**src/rtl/pfre_pkg.sv**
```systemverilog
/*
 package for the program flash row erase sequencer: widths, timing, states.
 assumes a single 20 MHz system clock.
*/
package pfre_pkg;
    localparam int PFRE_CLK_HZ = 20_000_000;
    localparam int PFRE_ERASE_US = 2_000;
    localparam int PFRE_ERASE_CYC = (PFRE_ERASE_US * (PFRE_CLK_HZ / 1_000_000));
    localparam int PFRE_ROW_WORDS = 32;
    localparam int PFRE_ADDR_W = 15;
    localparam logic [7:0] PFRE_RST_ADDR = 8'h00;
    typedef enum logic [3:0]
    {
        PFRE_IDLE = 4'b0001,
        PFRE_CHECK = 4'b0010,
        PFRE_ERASE = 4'b0100,
        PFRE_DONE = 4'b1000
    } pfre_state_e;
endpackage

```
**src/rtl/pfre_mem_if.sv**
```systemverilog
/*
 interface between the erase sequencer and the flash array model.
 assumes both ends on the system clock.
*/
`timescale 1ns/10ps
`default_nettype none
interface pfre_mem_if #(parameter int AW = 15);
    logic erase_row;
    logic region;
    logic [AW-1:0] row_addr;
    logic busy;
    modport seq (output erase_row, output region, output row_addr, input busy);
    modport mem (input erase_row, input region, input row_addr, output busy);
endinterface
`default_nettype wire

```
**src/rtl/pfre_seq.sv**
```systemverilog
/*
 program flash row erase sequencer: region, row address, erase select,
 program enable and unlock in; start bit, stall, done flag and irq out.
 assumes the unlock pulse comes from the core on clk; protect is a
 combinational lookup on the same clock.
*/
`timescale 1ns/10ps
`default_nettype none
module pfre_seq
    import pfre_pkg::*;
#(
    parameter int ERASE_CYCLES = PFRE_ERASE_CYC,
    parameter int ROW_WORDS = PFRE_ROW_WORDS,
    parameter int AW = PFRE_ADDR_W
)
(
    // clock and reset
    input wire logic clk,
    input wire logic rst,
    // control bits
    input wire logic region_select,
    input wire logic [7:0] row_address_high,
    input wire logic [7:0] row_address_low,
    input wire logic row_erase_sel,
    input wire logic program_enable,
    input wire logic unlock_done,
    input wire logic memory_op_irq_enable,
    input wire logic done_flag_clear,
    input wire logic row_protected,
    // status
    output logic op_start,
    output logic cpu_stall,
    output logic memory_op_done_flag,
    output logic memory_op_irq,
    output logic erase_row_pulse,
    output logic [AW-1:0] erase_row_addr,
    output logic erase_region
);
    localparam int OFS_W = $clog2(ROW_WORDS);
    pfre_mem_if #(.AW(AW)) mif ();
    pfre_state_e state_q;
    pfre_state_e state_d;
    logic start_q;
    logic stall_q;
    logic flag_q;
    logic irq_q;
    logic pulse_q;
    logic region_q;
    logic [AW-1:0] addr_q;
    logic [AW-1:0] addr_in;
    logic [AW-1:0] row_base;
    logic req;
    logic go;
    logic prot_hit;
    logic finish;
    logic flag_d;
    logic start_d;
    logic stall_d;
    logic irq_d;
    logic pulse_d;
    logic region_d;
    logic [AW-1:0] addr_d;

    pfre_row_timer #(.CYCLES(ERASE_CYCLES)) u_timer
    (
        .clk(clk),
        .rst(rst),
        .mif(mif)
    );

    assign addr_in = AW'({row_address_high, row_address_low});
    assign row_base = {addr_in[AW-1:OFS_W], {OFS_W{1'b0}}};
    assign req = row_erase_sel & program_enable;
    assign go = (state_q == PFRE_IDLE) & req & unlock_done;
    assign prot_hit = (state_q == PFRE_CHECK) & row_protected;
    assign finish = (state_q == PFRE_ERASE) & ~mif.busy & ~pulse_q;
    assign flag_d = finish | (flag_q & ~done_flag_clear);
    assign start_d = go | (start_q & ~prot_hit & ~finish);
    assign pulse_d = (state_q == PFRE_CHECK) & ~row_protected;
    assign stall_d = (state_d == PFRE_ERASE);
    assign irq_d = flag_d & memory_op_irq_enable;
    assign addr_d = go ? row_base : addr_q;
    assign region_d = go ? region_select : region_q;
    assign mif.erase_row = pulse_q;
    assign mif.region = region_q;
    assign mif.row_addr = addr_q;

    always_comb
    begin
        state_d = state_q;
        case (state_q)
            PFRE_IDLE: if (go) state_d = PFRE_CHECK;
            PFRE_CHECK: state_d = row_protected ? PFRE_IDLE : PFRE_ERASE;
            PFRE_ERASE: if (finish) state_d = PFRE_DONE;
            PFRE_DONE: state_d = PFRE_IDLE;
            default: state_d = PFRE_IDLE;
        endcase
    end

    // state register
    always_ff @(posedge clk or posedge rst)
    begin
        if (rst)
        begin
            state_q <= PFRE_IDLE;
        end
        else
        begin
            state_q <= state_d;
        end
    end

    // start bit
    always_ff @(posedge clk or posedge rst)
    begin
        if (rst)
        begin
            start_q <= 1'b0;
        end
        else
        begin
            start_q <= start_d;
        end
    end

    // cpu stall
    always_ff @(posedge clk or posedge rst)
    begin
        if (rst)
        begin
            stall_q <= 1'b0;
        end
        else
        begin
            stall_q <= stall_d;
        end
    end

    // sticky done flag
    always_ff @(posedge clk or posedge rst)
    begin
        if (rst)
        begin
            flag_q <= 1'b0;
        end
        else
        begin
            flag_q <= flag_d;
        end
    end

    // gated irq
    always_ff @(posedge clk or posedge rst)
    begin
        if (rst)
        begin
            irq_q <= 1'b0;
        end
        else
        begin
            irq_q <= irq_d;
        end
    end

    // row erase pulse
    always_ff @(posedge clk or posedge rst)
    begin
        if (rst)
        begin
            pulse_q <= 1'b0;
        end
        else
        begin
            pulse_q <= pulse_d;
        end
    end

    // captured region
    always_ff @(posedge clk or posedge rst)
    begin
        if (rst)
        begin
            region_q <= 1'b0;
        end
        else
        begin
            region_q <= region_d;
        end
    end

    // captured row base
    always_ff @(posedge clk or posedge rst)
    begin
        if (rst)
        begin
            addr_q <= '0;
        end
        else
        begin
            addr_q <= addr_d;
        end
    end

    // program enable and write latches are never driven here
    assign op_start = start_q;
    assign cpu_stall = stall_q;
    assign memory_op_done_flag = flag_q;
    assign memory_op_irq = irq_q;
    assign erase_row_pulse = pulse_q;
    assign erase_row_addr = addr_q;
    assign erase_region = region_q;
endmodule // pfre_seq
`default_nettype wire

```
**src/rtl/pfre_row_timer.sv**
```systemverilog
/*
 row erase timer: counts the erase duration for one row.
 assumes start is a one-cycle pulse on clk.
*/
`timescale 1ns/10ps
`default_nettype none
module pfre_row_timer
    import pfre_pkg::*;
#(
    parameter int CYCLES = PFRE_ERASE_CYC
)
(
    // clock and reset
    input wire logic clk,
    input wire logic rst,
    // array side
    pfre_mem_if.mem mif
);
    logic [31:0] cnt_q;
    logic [31:0] cnt_d;
    logic busy_q;
    logic busy_d;
    assign busy_d = mif.erase_row ? 1'b1 : (cnt_q == 32'h0000_0001) ? 1'b0 : busy_q;
    assign cnt_d = mif.erase_row ? 32'(CYCLES) : (cnt_q != 32'h0000_0000) ? cnt_q - 32'h0000_0001 : cnt_q;
    assign mif.busy = busy_q;
    always_ff @(posedge clk or posedge rst)
    begin
        if (rst)
        begin
            cnt_q <= 32'h0000_0000;
            busy_q <= 1'b0;
        end
        else
        begin
            cnt_q <= cnt_d;
            busy_q <= busy_d;
        end
    end
endmodule // pfre_row_timer
`default_nettype wire

```
**config.mk**
```make
export PLATFORM = sky130hd
export DESIGN_NAME = pfre_seq
export DESIGN_NICKNAME = d
export VERILOG_FILES = /design/src/rtl/pfre_pkg.sv /design/src/rtl/pfre_mem_if.sv /design/src/rtl/pfre_seq.sv /design/src/rtl/pfre_row_timer.sv
export SDC_FILE = /design/constraint.sdc
export NUM_CORES = 1
export LEC_CHECK = 0
export BUFFER_PORTS_ARGS = -buffer_cell sky130_fd_sc_hd__buf_2
export CORE_UTILIZATION = 55
export CTS_BUF_LIST = sky130_fd_sc_hd__clkbuf_2 sky130_fd_sc_hd__clkbuf_4 sky130_fd_sc_hd__clkbuf_8
export CTS_CLUSTER_SIZE = 24
export DETAILED_ROUTE_END_ITERATION = 12
export PLACE_DENSITY_LB_ADDON = 0.1
export SKIP_CTS_REPAIR_TIMING = 1
export SYNTH_ARGS = -nofsm -noshare
export SYNTH_HDL_FRONTEND = slang
export SYNTH_SLANG_ARGS = --single-unit
```
**constraint.sdc**
```tcl
create_clock -name clk -period 2.42 [get_ports clk]
set_input_delay 0.242 -clock clk [delete_from_list [all_inputs] [get_ports clk]]
set_output_delay 0.242 -clock clk [all_outputs]
set_load 0.02 [all_outputs]
```
==> flow_summary.json, run 1 <==
{
  "status": "finished clean",
  "crit_path_end": "u_timer.cnt_q[30]",
  "hold_class": "in -> reg",
  "first_pass_iters": 4,
  "synth_area_mm2": 0.00267,
  "num_io_pins": 46,
  "yosys_register_bits": 53,
  "reg2reg_from": "u_timer.cnt_q[2]",
  "final_nets": 316,
  "rows": 24,
  "drt_iter0_drc": 80,
  "p_leak_nw": 1.37,
  "ys_warn_count": 0,
  "antennaDiodeCount": 0,
  "ant_nets": 0,
  "cp_data_arrival_time_ns": 2.48,
  "via_count": 2007,
  "die_w_um": 71.7,
  "end_kind": "register",
  "chipHeight_um": 71.7,
  "cts_buffers": 5,
  "clock-sinks": 53,
  "rsz0062_at_grt": "no",
  "startpoint": "u_timer.cnt_q[2]",
  "crit_type": "reg -> reg",
  "regArea_mm2": 0.00133,
  "relSlewSlack": 0.592,
  "reg2reg_to": "u_timer.cnt_q[30]",
  "grt_usage": 0.220,
  "synthTopCellsByArea": "dfrtp_1 (49%), mux2_2 (6.7%), a21oi_1 (3.2%), or3_1 (2.8%), nor4_1 (2.3%)",
  "avgSynthCellArea_um2": 10.9,
  "grt_pass1_wl_um": 8780,
  "period_share": 0.924,
  "worstPathMaxFanout": 6,
  "postSynthCellCount": 245,
  "tns_ns": 0,
  "power.density_mw_per_mm2": 808,
  "port_buffers": 34,
  "netlist.area_leader.share": 0.487,
  "gp_congestion": 0.788,
  "final_layout_size_suffix_gt1_frac": 0.303,
  "clk_pin_slew_worst_paths_ns": 0.10,
  "vdd.ir_drop.worst_mv": 0.534,
  "antenna_found_initial": 0,
  "post_layout_nonfiller_instances": 342,
  "core_mm2": 0.00450,
  "cp.required_ns": 2.66,
  "wl_per_cell_um": 14.9,
  "finalClockSkew_ns": 0.0101,
  "rrSetupSlack_ns": 0.18,
  "synth_edf_count": 0,
  "synthArstFlopShare": 1.00,
  "netlist_top_cells_count": "dfrtp_1 (52), a21oi_1 (17), mux2_2 (16), nor2_1 (14), or3_1 (12)",
  "drc": 0,
  "max_freq_mhz": 447,
  "wl_um": 5110,
  "final_area_mm2": 0.00306,
  "synth_most_common_cell": "dfrtp_1",
  "rr_worst_depth": 5,
  "placed_area_mm2": 0.00294,
  "worstMarginPinSlew_ns": 0.612,
  "area_growth_syn_to_layout_pct": 14.5,
  "overflow": 0,
  "cts_buffer_depth": 2,
  "grt_pass1_vias": 1908,
  "start_util": 0.593,
  "die_area_mm2": 0.00514,
  "yosysTopAreaCell": "dfrtp_1",
  "setup_viol": 0,
  "drv_slew": 0,
  "h-tree-depth": 2,
  "multi_input_area_mm2": 0.00126,
  "ys_seq_area_frac": 0.497,
  "cts-root-buf": "clkbuf_8",
  "cts_tree": "yes",
  "synth_ff_type": "dfrtp_1",
  "synth.distinct_cells": 49,
  "fin_crit_ns": 2.24,
  "critPathLaunchType": "register",
  "grt_start_max_net_pins": 27,
  "drv_cap": 0,
  "vias_per_cell": 5.87,
  "clkLatencyLatePin_ns": 0.32,
  "totalPowerFinal_mw": 2.47,
  "dpl.hpwl_um": 3680,
  "placed_cells": 333,
  "nFillCells": 359,
  "hold_viol": 0
}
-- area by class of cell --
type,count,area share
Tap cell,52,0.0213
Sequential cell,53,0.434
Multi-Input combinational cell,176,0.413
Inverter,7,0.00859
Timing Repair Buffer,46,0.0859
Clock buffer,5,0.0225
Clock inverter,3,0.0143
-- cells by family (layout without fill, tap and decap cells) --
logic type	count (synthesis)	count (layout)	share of synthesized area
AO/OA/AOI/OAI	52	52	0.136
XOR/XNOR	5	5	0.0164
adder cells (fa/ha/maj)	2	2	0.00937
buffers and inverters	20	61	0.0375
flip-flops	53	53	0.497
multiplexers	16	16	0.0674
other	1	5	0.00140
AND/OR/NAND/NOR	96	96	0.235
-- critical path: stages, from the launching register on --
cell and delay [ns]:
dfrtp_1 0.46, nor4_4 0.40, nor3b_2 0.31, or4b_1 0.52
or3_1 0.33, a21oi_1 0.14
-- worst min path at each step --
stage	from	endpoint	slack (ns)	depth (start not counted)
CTS	rst	erase_row_addr[12]	-0.03	2
global placement	rst	erase_row_addr[12]	0.31	2
finish	row_protected	erase_row_pulse	0.13	2
global route	row_protected	erase_row_pulse	0.12	2
detailed placement	rst	erase_region	0.32	2
floorplan	row_protected	erase_row_pulse	0.33	1
-- stage by stage --
stage / hold WS (ns) / setup WS (ns) / util
after global placement: 0.310 / 0.228 / 0.652
after CTS: -0.0312 / 0.165 / 0.677
final: 0.129 / 0.184 / 0.679
after global routing: 0.121 / 0.0162 / 0.679
after detailed placement: 0.321 / 0.170 / 0.652
after floorplan: 0.330 / 0.394 / -
-- metal layers --
layer  global-route usage  share of wire
met5                    0              0
met2                0.347           0.48
met3               0.0338          0.027
met4                0.109          0.020
met1                0.299           0.47
-- layout by cell type, fill, tap and decap left out, drive strengths merged, types with 2 or more instances in the layout --
master  instances
o21bai          2
nor3            8
nand2           7
nand4           3
o31a            2
or4b            5
mux2           16
nor4           13
dfrtp          52
conb            5
o21ai          11
inv             8
nand2b          4
nor2           14
o21a            2
a21oi          17
or3            12
and2            2
o31ai           8
ha              2
a21o            2
or4             8
nand3           4
nor2b           5
or2             4
xor2            4
nand4b          2
buf            45
clkbuf          5
o41ai           4
-- where the power goes --
group	switching, mW	internal [mW]	total, mW
combinational	0.351	0.294	0.645
clock	0.301	0.310	0.611
sequential	0.173	1.04	1.22
-- state kept, by name, indices dropped and copies added, names as in the netlist --
register,count
u_timer.cnt_q,32
erase_row_addr,10
state_q,4
cpu_stall,1
erase_region,1
erase_row_pulse,1
memory_op_done_flag,1
memory_op_irq,1
op_start,1
u_timer.mif.busy,1
Note: power is estimated with default switching activity, not from simulation.
==> run 2: changes to the inputs <==
Settings changed: ABC_AREA set to 1.
==> flow_summary.json, run 2 <==
{
  "status": "finished clean",
  "vdd.ir_drop.worst_mv": 0.624,
  "post_layout_nonfiller_instances": 495,
  "switching_share": 0.427,
  "p_comb_frac": 0.403,
  "drt_iter0_drc": 136,
  "p_leak_nw": 1.70,
  "drv_cap": 0,
  "start_util": 0.589,
  "rsz0062_at_grt": "no",
  "via_count": 2467,
  "synth_most_common_cell": "nand2_1",
  "worstPathMaxFanout": 16,
  "reg2reg_from": "u_timer.cnt_q[0]",
  "core_mm2": 0.00485,
  "rr_worst_depth": 9,
  "antennaDiodeCount": 0,
  "clock-sinks": 53,
  "hold_viol": 0,
  "netlist.area_leader.share": 0.456,
  "cts-root-buf": "clkbuf_8",
  "mostFrequentLayoutCell": "nand2_1",
  "relSlewSlack": 0.651,
  "max_freq_mhz": 509,
  "drc": 0,
  "synth.distinct_cells": 34,
  "rows": 25,
  "final_nets": 454,
  "cp_data_arrival_time_ns": 2.17,
  "period_share": 0.811,
  "die_w_um": 74.1,
  "crit_type": "reg -> reg",
  "setup_viol": 0,
  "cts_buffer_depth": 2,
  "overflow": 0,
  "power.density_mw_per_mm2": 1040,
  "wl_per_cell_um": 12.1,
  "gp_congestion": 0.856,
  "die_area_mm2": 0.00548,
  "tns_ns": 0,
  "chipHeight_um": 74.1,
  "avgSynthCellArea_um2": 7.38,
  "ys_seq_area_frac": 0.465,
  "dpl.hpwl_um": 4620,
  "placed_cells": 486,
  "cts_tree": "yes",
  "p_sw_mw": 1.42,
  "startpoint": "u_timer.cnt_q[0]",
  "synth_area_mm2": 0.00286,
  "clkLatencyLatePin_ns": 0.31,
  "cts_buffers": 5,
  "grt_pass1_vias": 2396,
  "critPathLaunchType": "register",
  "antenna_found_initial": 0,
  "end_kind": "register",
  "final_cell_mix": "nand2_1 (104), nor2_1 (87), dfrtp_1 (52)",
  "num_io_pins": 46,
  "grt_pass1_wl_um": 10400,
  "yosys_register_bits": 53,
  "postSynthCellCount": 387,
  "port_buffers": 34,
  "grt_usage": 0.249,
  "hold_start": "row_protected",
  "hold_class": "in -> reg",
  "largest_reg_flops": 32,
  "drv_slew": 0,
  "wl_um": 5980,
  "area_growth_syn_to_layout_pct": 12.1,
  "hold_end": "erase_row_pulse",
  "first_pass_iters": 4,
  "rrSetupSlack_ns": 0.46,
  "grt_start_max_net_pins": 22,
  "clk_pin_slew_worst_paths_ns": 0.10,
  "synth_ff_type": "dfrtp_1",
  "final_layout_size_suffix_gt1_frac": 0.136,
  "synthArstFlopShare": 1.00,
  "reg2reg_to": "u_timer.cnt_q[31]",
  "seq_power_share": 0.438,
  "fin_crit_ns": 1.96,
  "regMostFlops": "u_timer.cnt_q",
  "worstMarginPinSlew_ns": 0.520,
  "synthTopCellsByArea": "dfrtp_1 (46%), nand2_1 (14%), nor2_1 (11%), nand3_1 (5.8%), inv_1 (4.6%)",
  "cp.required_ns": 2.62,
  "netlist_top_cells_count": "nand2_1 (104), nor2_1 (87), dfrtp_1 (52), inv_1 (35), nand3_1 (33)",
  "ant_nets": 0,
  "whs_path_depth": 2,
  "finalClockSkew_ns": 0.0105,
  "h-tree-depth": 2,
  "pwr-share-clk": 0.159,
  "vias_per_cell": 4.98,
  "synth_edf_count": 0,
  "nFillCells": 428,
  "ys_warn_count": 0,
  "yosysTopAreaCell": "dfrtp_1",
  "p_int_mw": 1.91
}
-- run 2: cell type report --
| class | count | area (µm²) | area share |
|---|---|---|---|
| Clock buffer | 6 | 82.6 | 0.0258 |
| Sequential cell | 53 | 1330 | 0.415 |
| Multi-Input combinational cell | 291 | 1330 | 0.417 |
| Inverter | 36 | 140 | 0.0438 |
| Tap cell | 67 | 83.8 | 0.0262 |
| Timing Repair Buffer | 40 | 218 | 0.0680 |
| Clock inverter | 2 | 13.8 | 0.00430 |
-- run 2: power groups by stage --
stage | sequential (mW) | combinational (mW) | clock [mW]
CTS | 1.45 | 1.35 | 0.549
floorplan | 1.55 | 0.900 | 0
global route | 1.50 | 1.54 | 0.572
finish | 1.46 | 1.34 | 0.528
detailed placement | 1.46 | 1.34 | 0
global placement | 1.46 | 1.30 | 0
-- run 2: worst max-delay path by stage --
stage                              to  depth (start not counted)
finish              u_timer.cnt_q[31]                          9
global route        u_timer.cnt_q[17]                          9
CTS                 u_timer.cnt_q[30]                          9
detailed placement  u_timer.cnt_q[25]                          9
global placement    u_timer.cnt_q[29]                          9
floorplan           u_timer.cnt_q[17]                         10
-- run 2: metrics by stage --
step                worst slack (ns)  hold WS [ns]   util  total power, mW  instance area [µm²]
finish                         0.457        0.0963  0.660             3.33                 3200
global route                   0.326        0.0808  0.660             3.61                 3200
CTS                            0.442        -0.116  0.658             3.35                 3190
detailed placement             0.465         0.232  0.638             2.81                 3090
global placement               0.477         0.235  0.638             2.77                 3090
floorplan                      0.707         0.308      -             2.45                 2870
-- run 2: worst max-delay path, stage by stage, from the launching register on --
cell and delay [ns]:
dfrtp_1 0.40, inv_1 0.14, ha_1 0.34, nand2_2 0.13
nor2_4 0.19, nand2_2 0.11, nor2_8 0.20, nand2_4 0.12
clkinv_4 0.15, nor2_1 0.06
-- run 2: cells by family after synthesis --
family,Yosys count,share of synthesized area
buffers and inverters,47,0.0732
AOI/OAI and AO/OA,19,0.0403
and+or+nand+nor,259,0.393
xor gates and xnor gates,6,0.0184
other,1,0.00131
DFF,53,0.465
adders and majority gates,2,0.00876
-- run 2: routing by layer --
layer | wire length [µm] | up-vias | global-route usage
met5 | 0 | - | 0
met4 | 51 | 0 | 0.0726
met3 | 186 | 5 | 0.0407
li1 | - | 1296 | -
met2 | 2920 | 46 | 0.437
met1 | 2820 | 1120 | 0.315
==> run 3: changes to the inputs <==
Settings changed: CORE_UTILIZATION 55 to 53.
Clock period 2.42 ns to 1.7 ns, I/O delays scaled along.
==> flow_summary.json, run 3 (synthesis results as in run 2) <==
{
  "h-tree-depth": 2,
  "fin_crit_ns": 1.60,
  "ant_nets": 0,
  "grt_usage": 0.266,
  "cts_buffers": 5,
  "hold_class": "in -> reg",
  "finalClockSkew_ns": 0.00876,
  "final_cell_mix": "nand2_1 (103), nor2_1 (82), dfrtp_1 (52)",
  "antennaDiodeCount": 0,
  "mostFrequentLayoutCell": "nand2_1",
  "p_leak_nw": 1.79,
  "clock-sinks": 53,
  "placed_area_mm2": 0.00321,
  "hold_viol": 0,
  "drc": 0,
  "rr_worst_depth": 7,
  "gp_congestion": 0.891,
  "regArea_mm2": 0.00133,
  "pwr-share-clk": 0.173,
  "hold_end": "erase_row_pulse",
  "die_w_um": 75.4,
  "wl_um": 6810,
  "setup_viol": 0,
  "wl_per_cell_um": 13.3,
  "vias_per_cell": 5.26,
  "via_count": 2695,
  "num_io_pins": 46,
  "clkLatencyLatePin_ns": 0.31,
  "rrSetupSlack_ns": 0.10,
  "rows": 26,
  "cp.required_ns": 1.91,
  "drv_slew": 0,
  "grt_pass1_wl_um": 11300,
  "first_pass_iters": 5,
  "cp_data_arrival_time_ns": 1.81,
  "period_share": 0.940,
  "status": "finished clean",
  "chipHeight_um": 75.4,
  "cts_buffer_depth": 2,
  "vdd.ir_drop.worst_mv": 0.969,
  "switching_share": 0.420,
  "rsz0062_at_grt": "yes",
  "cts-root-buf": "clkbuf_8",
  "start_util": 0.556,
  "drt_iter0_drc": 238,
  "regMostFlops": "u_timer.cnt_q",
  "antenna_found_initial": 0,
  "whs_path_depth": 2,
  "worstPathMaxFanout": 7,
  "end_kind": "register",
  "largest_reg_flops": 32,
  "holdWs_ns": 0.0147,
  "p_comb_frac": 0.420,
  "crit_type": "reg -> reg",
  "power.density_mw_per_mm2": 1520,
  "seq_power_share": 0.407,
  "final_layout_size_suffix_gt1_frac": 0.186,
  "reg2reg_from": "u_timer.cnt_q[1]",
  "p_sw_mw": 2.15,
  "overflow": 0,
  "reg2reg_to": "u_timer.cnt_q[9]",
  "die_area_mm2": 0.00568,
  "multi_input_area_mm2": 0.00137,
  "port_buffers": 34,
  "critPathLaunchType": "register",
  "cts_tree": "yes",
  "clk_pin_slew_worst_paths_ns": 0.10,
  "startpoint": "u_timer.cnt_q[1]",
  "final_area_mm2": 0.00338,
  "dpl.hpwl_um": 4990,
  "area_growth_syn_to_layout_pct": 18.4,
  "drv_cap": 0,
  "core_mm2": 0.00514,
  "grt_pass1_vias": 2487,
  "final_nets": 468,
  "grt_start_max_net_pins": 54,
  "p_int_mw": 2.98,
  "max_freq_mhz": 626,
  "hold_start": "row_protected",
  "nFillCells": 475
}
run 3: cell count changes in the layout (fill, tap and decap cells not counted), sizes merged:
cell | previous run | this run
buf | 39 | 53
bufinv | 0 | 1
clkinv | 3 | 1
inv | 35 | 36
run 3: through the flow:
step	TNS, ns	instances	setup WS, ns	utilization	total power [mW]
global placement	0	502	0.0467	0.624	4.06
global route	-0.0574	512	-0.0286	0.657	5.53
CTS	-0.000650	510	-0.000650	0.647	5.04
floorplan	0	391	0.0277	-	3.49
detailed placement	0	502	0.0245	0.624	4.14
finish	0	512	0.102	0.657	5.13
run 3: worst max-delay path by stage:
stage | to
after global routing | u_timer.cnt_q[9]
after CTS | u_timer.cnt_q[9]
after floorplan | u_timer.cnt_q[17]
final | u_timer.cnt_q[9]
after global placement | u_timer.cnt_q[9]
after detailed placement | u_timer.cnt_q[9]
run 3: cell type report:
class | count | area share
Clock buffer | 6 | 0.0226
Clock inverter | 2 | 0.0115
Inverter | 36 | 0.0437
Multi-Input combinational cell | 291 | 0.404
Sequential cell | 53 | 0.393
Tap cell | 70 | 0.0259
Timing Repair Buffer | 54 | 0.0992
run 3: critical path: stages (launching register included):
cell	delay (ns)
dfrtp_1	0.40
inv_2	0.10
ha_4	0.18
nand2_2	0.10
nor2_4	0.15
buf_4	0.15
nand4_1	0.19
and3_1	0.23
run 3: power by group through the flow:
stage                     sequential (mW)  clock (mW)  combinational (mW)
after floorplan                      2.20           0                1.29
after global placement               2.07           0                2.00
after detailed placement             2.07           0                2.06
after CTS                            2.06       0.902                2.08
after global routing                 2.13       0.951                2.45
final                                2.08       0.889                2.15
run 3: routing by layer:
layer | track usage | wire [µm] | vias up
li1 | - | - | 1322
met1 | 0.354 | 3060 | 1251
met2 | 0.424 | 3250 | 102
met3 | 0.0529 | 316 | 20
met4 | 0.119 | 184 | 0
met5 | 0 | 0 | -
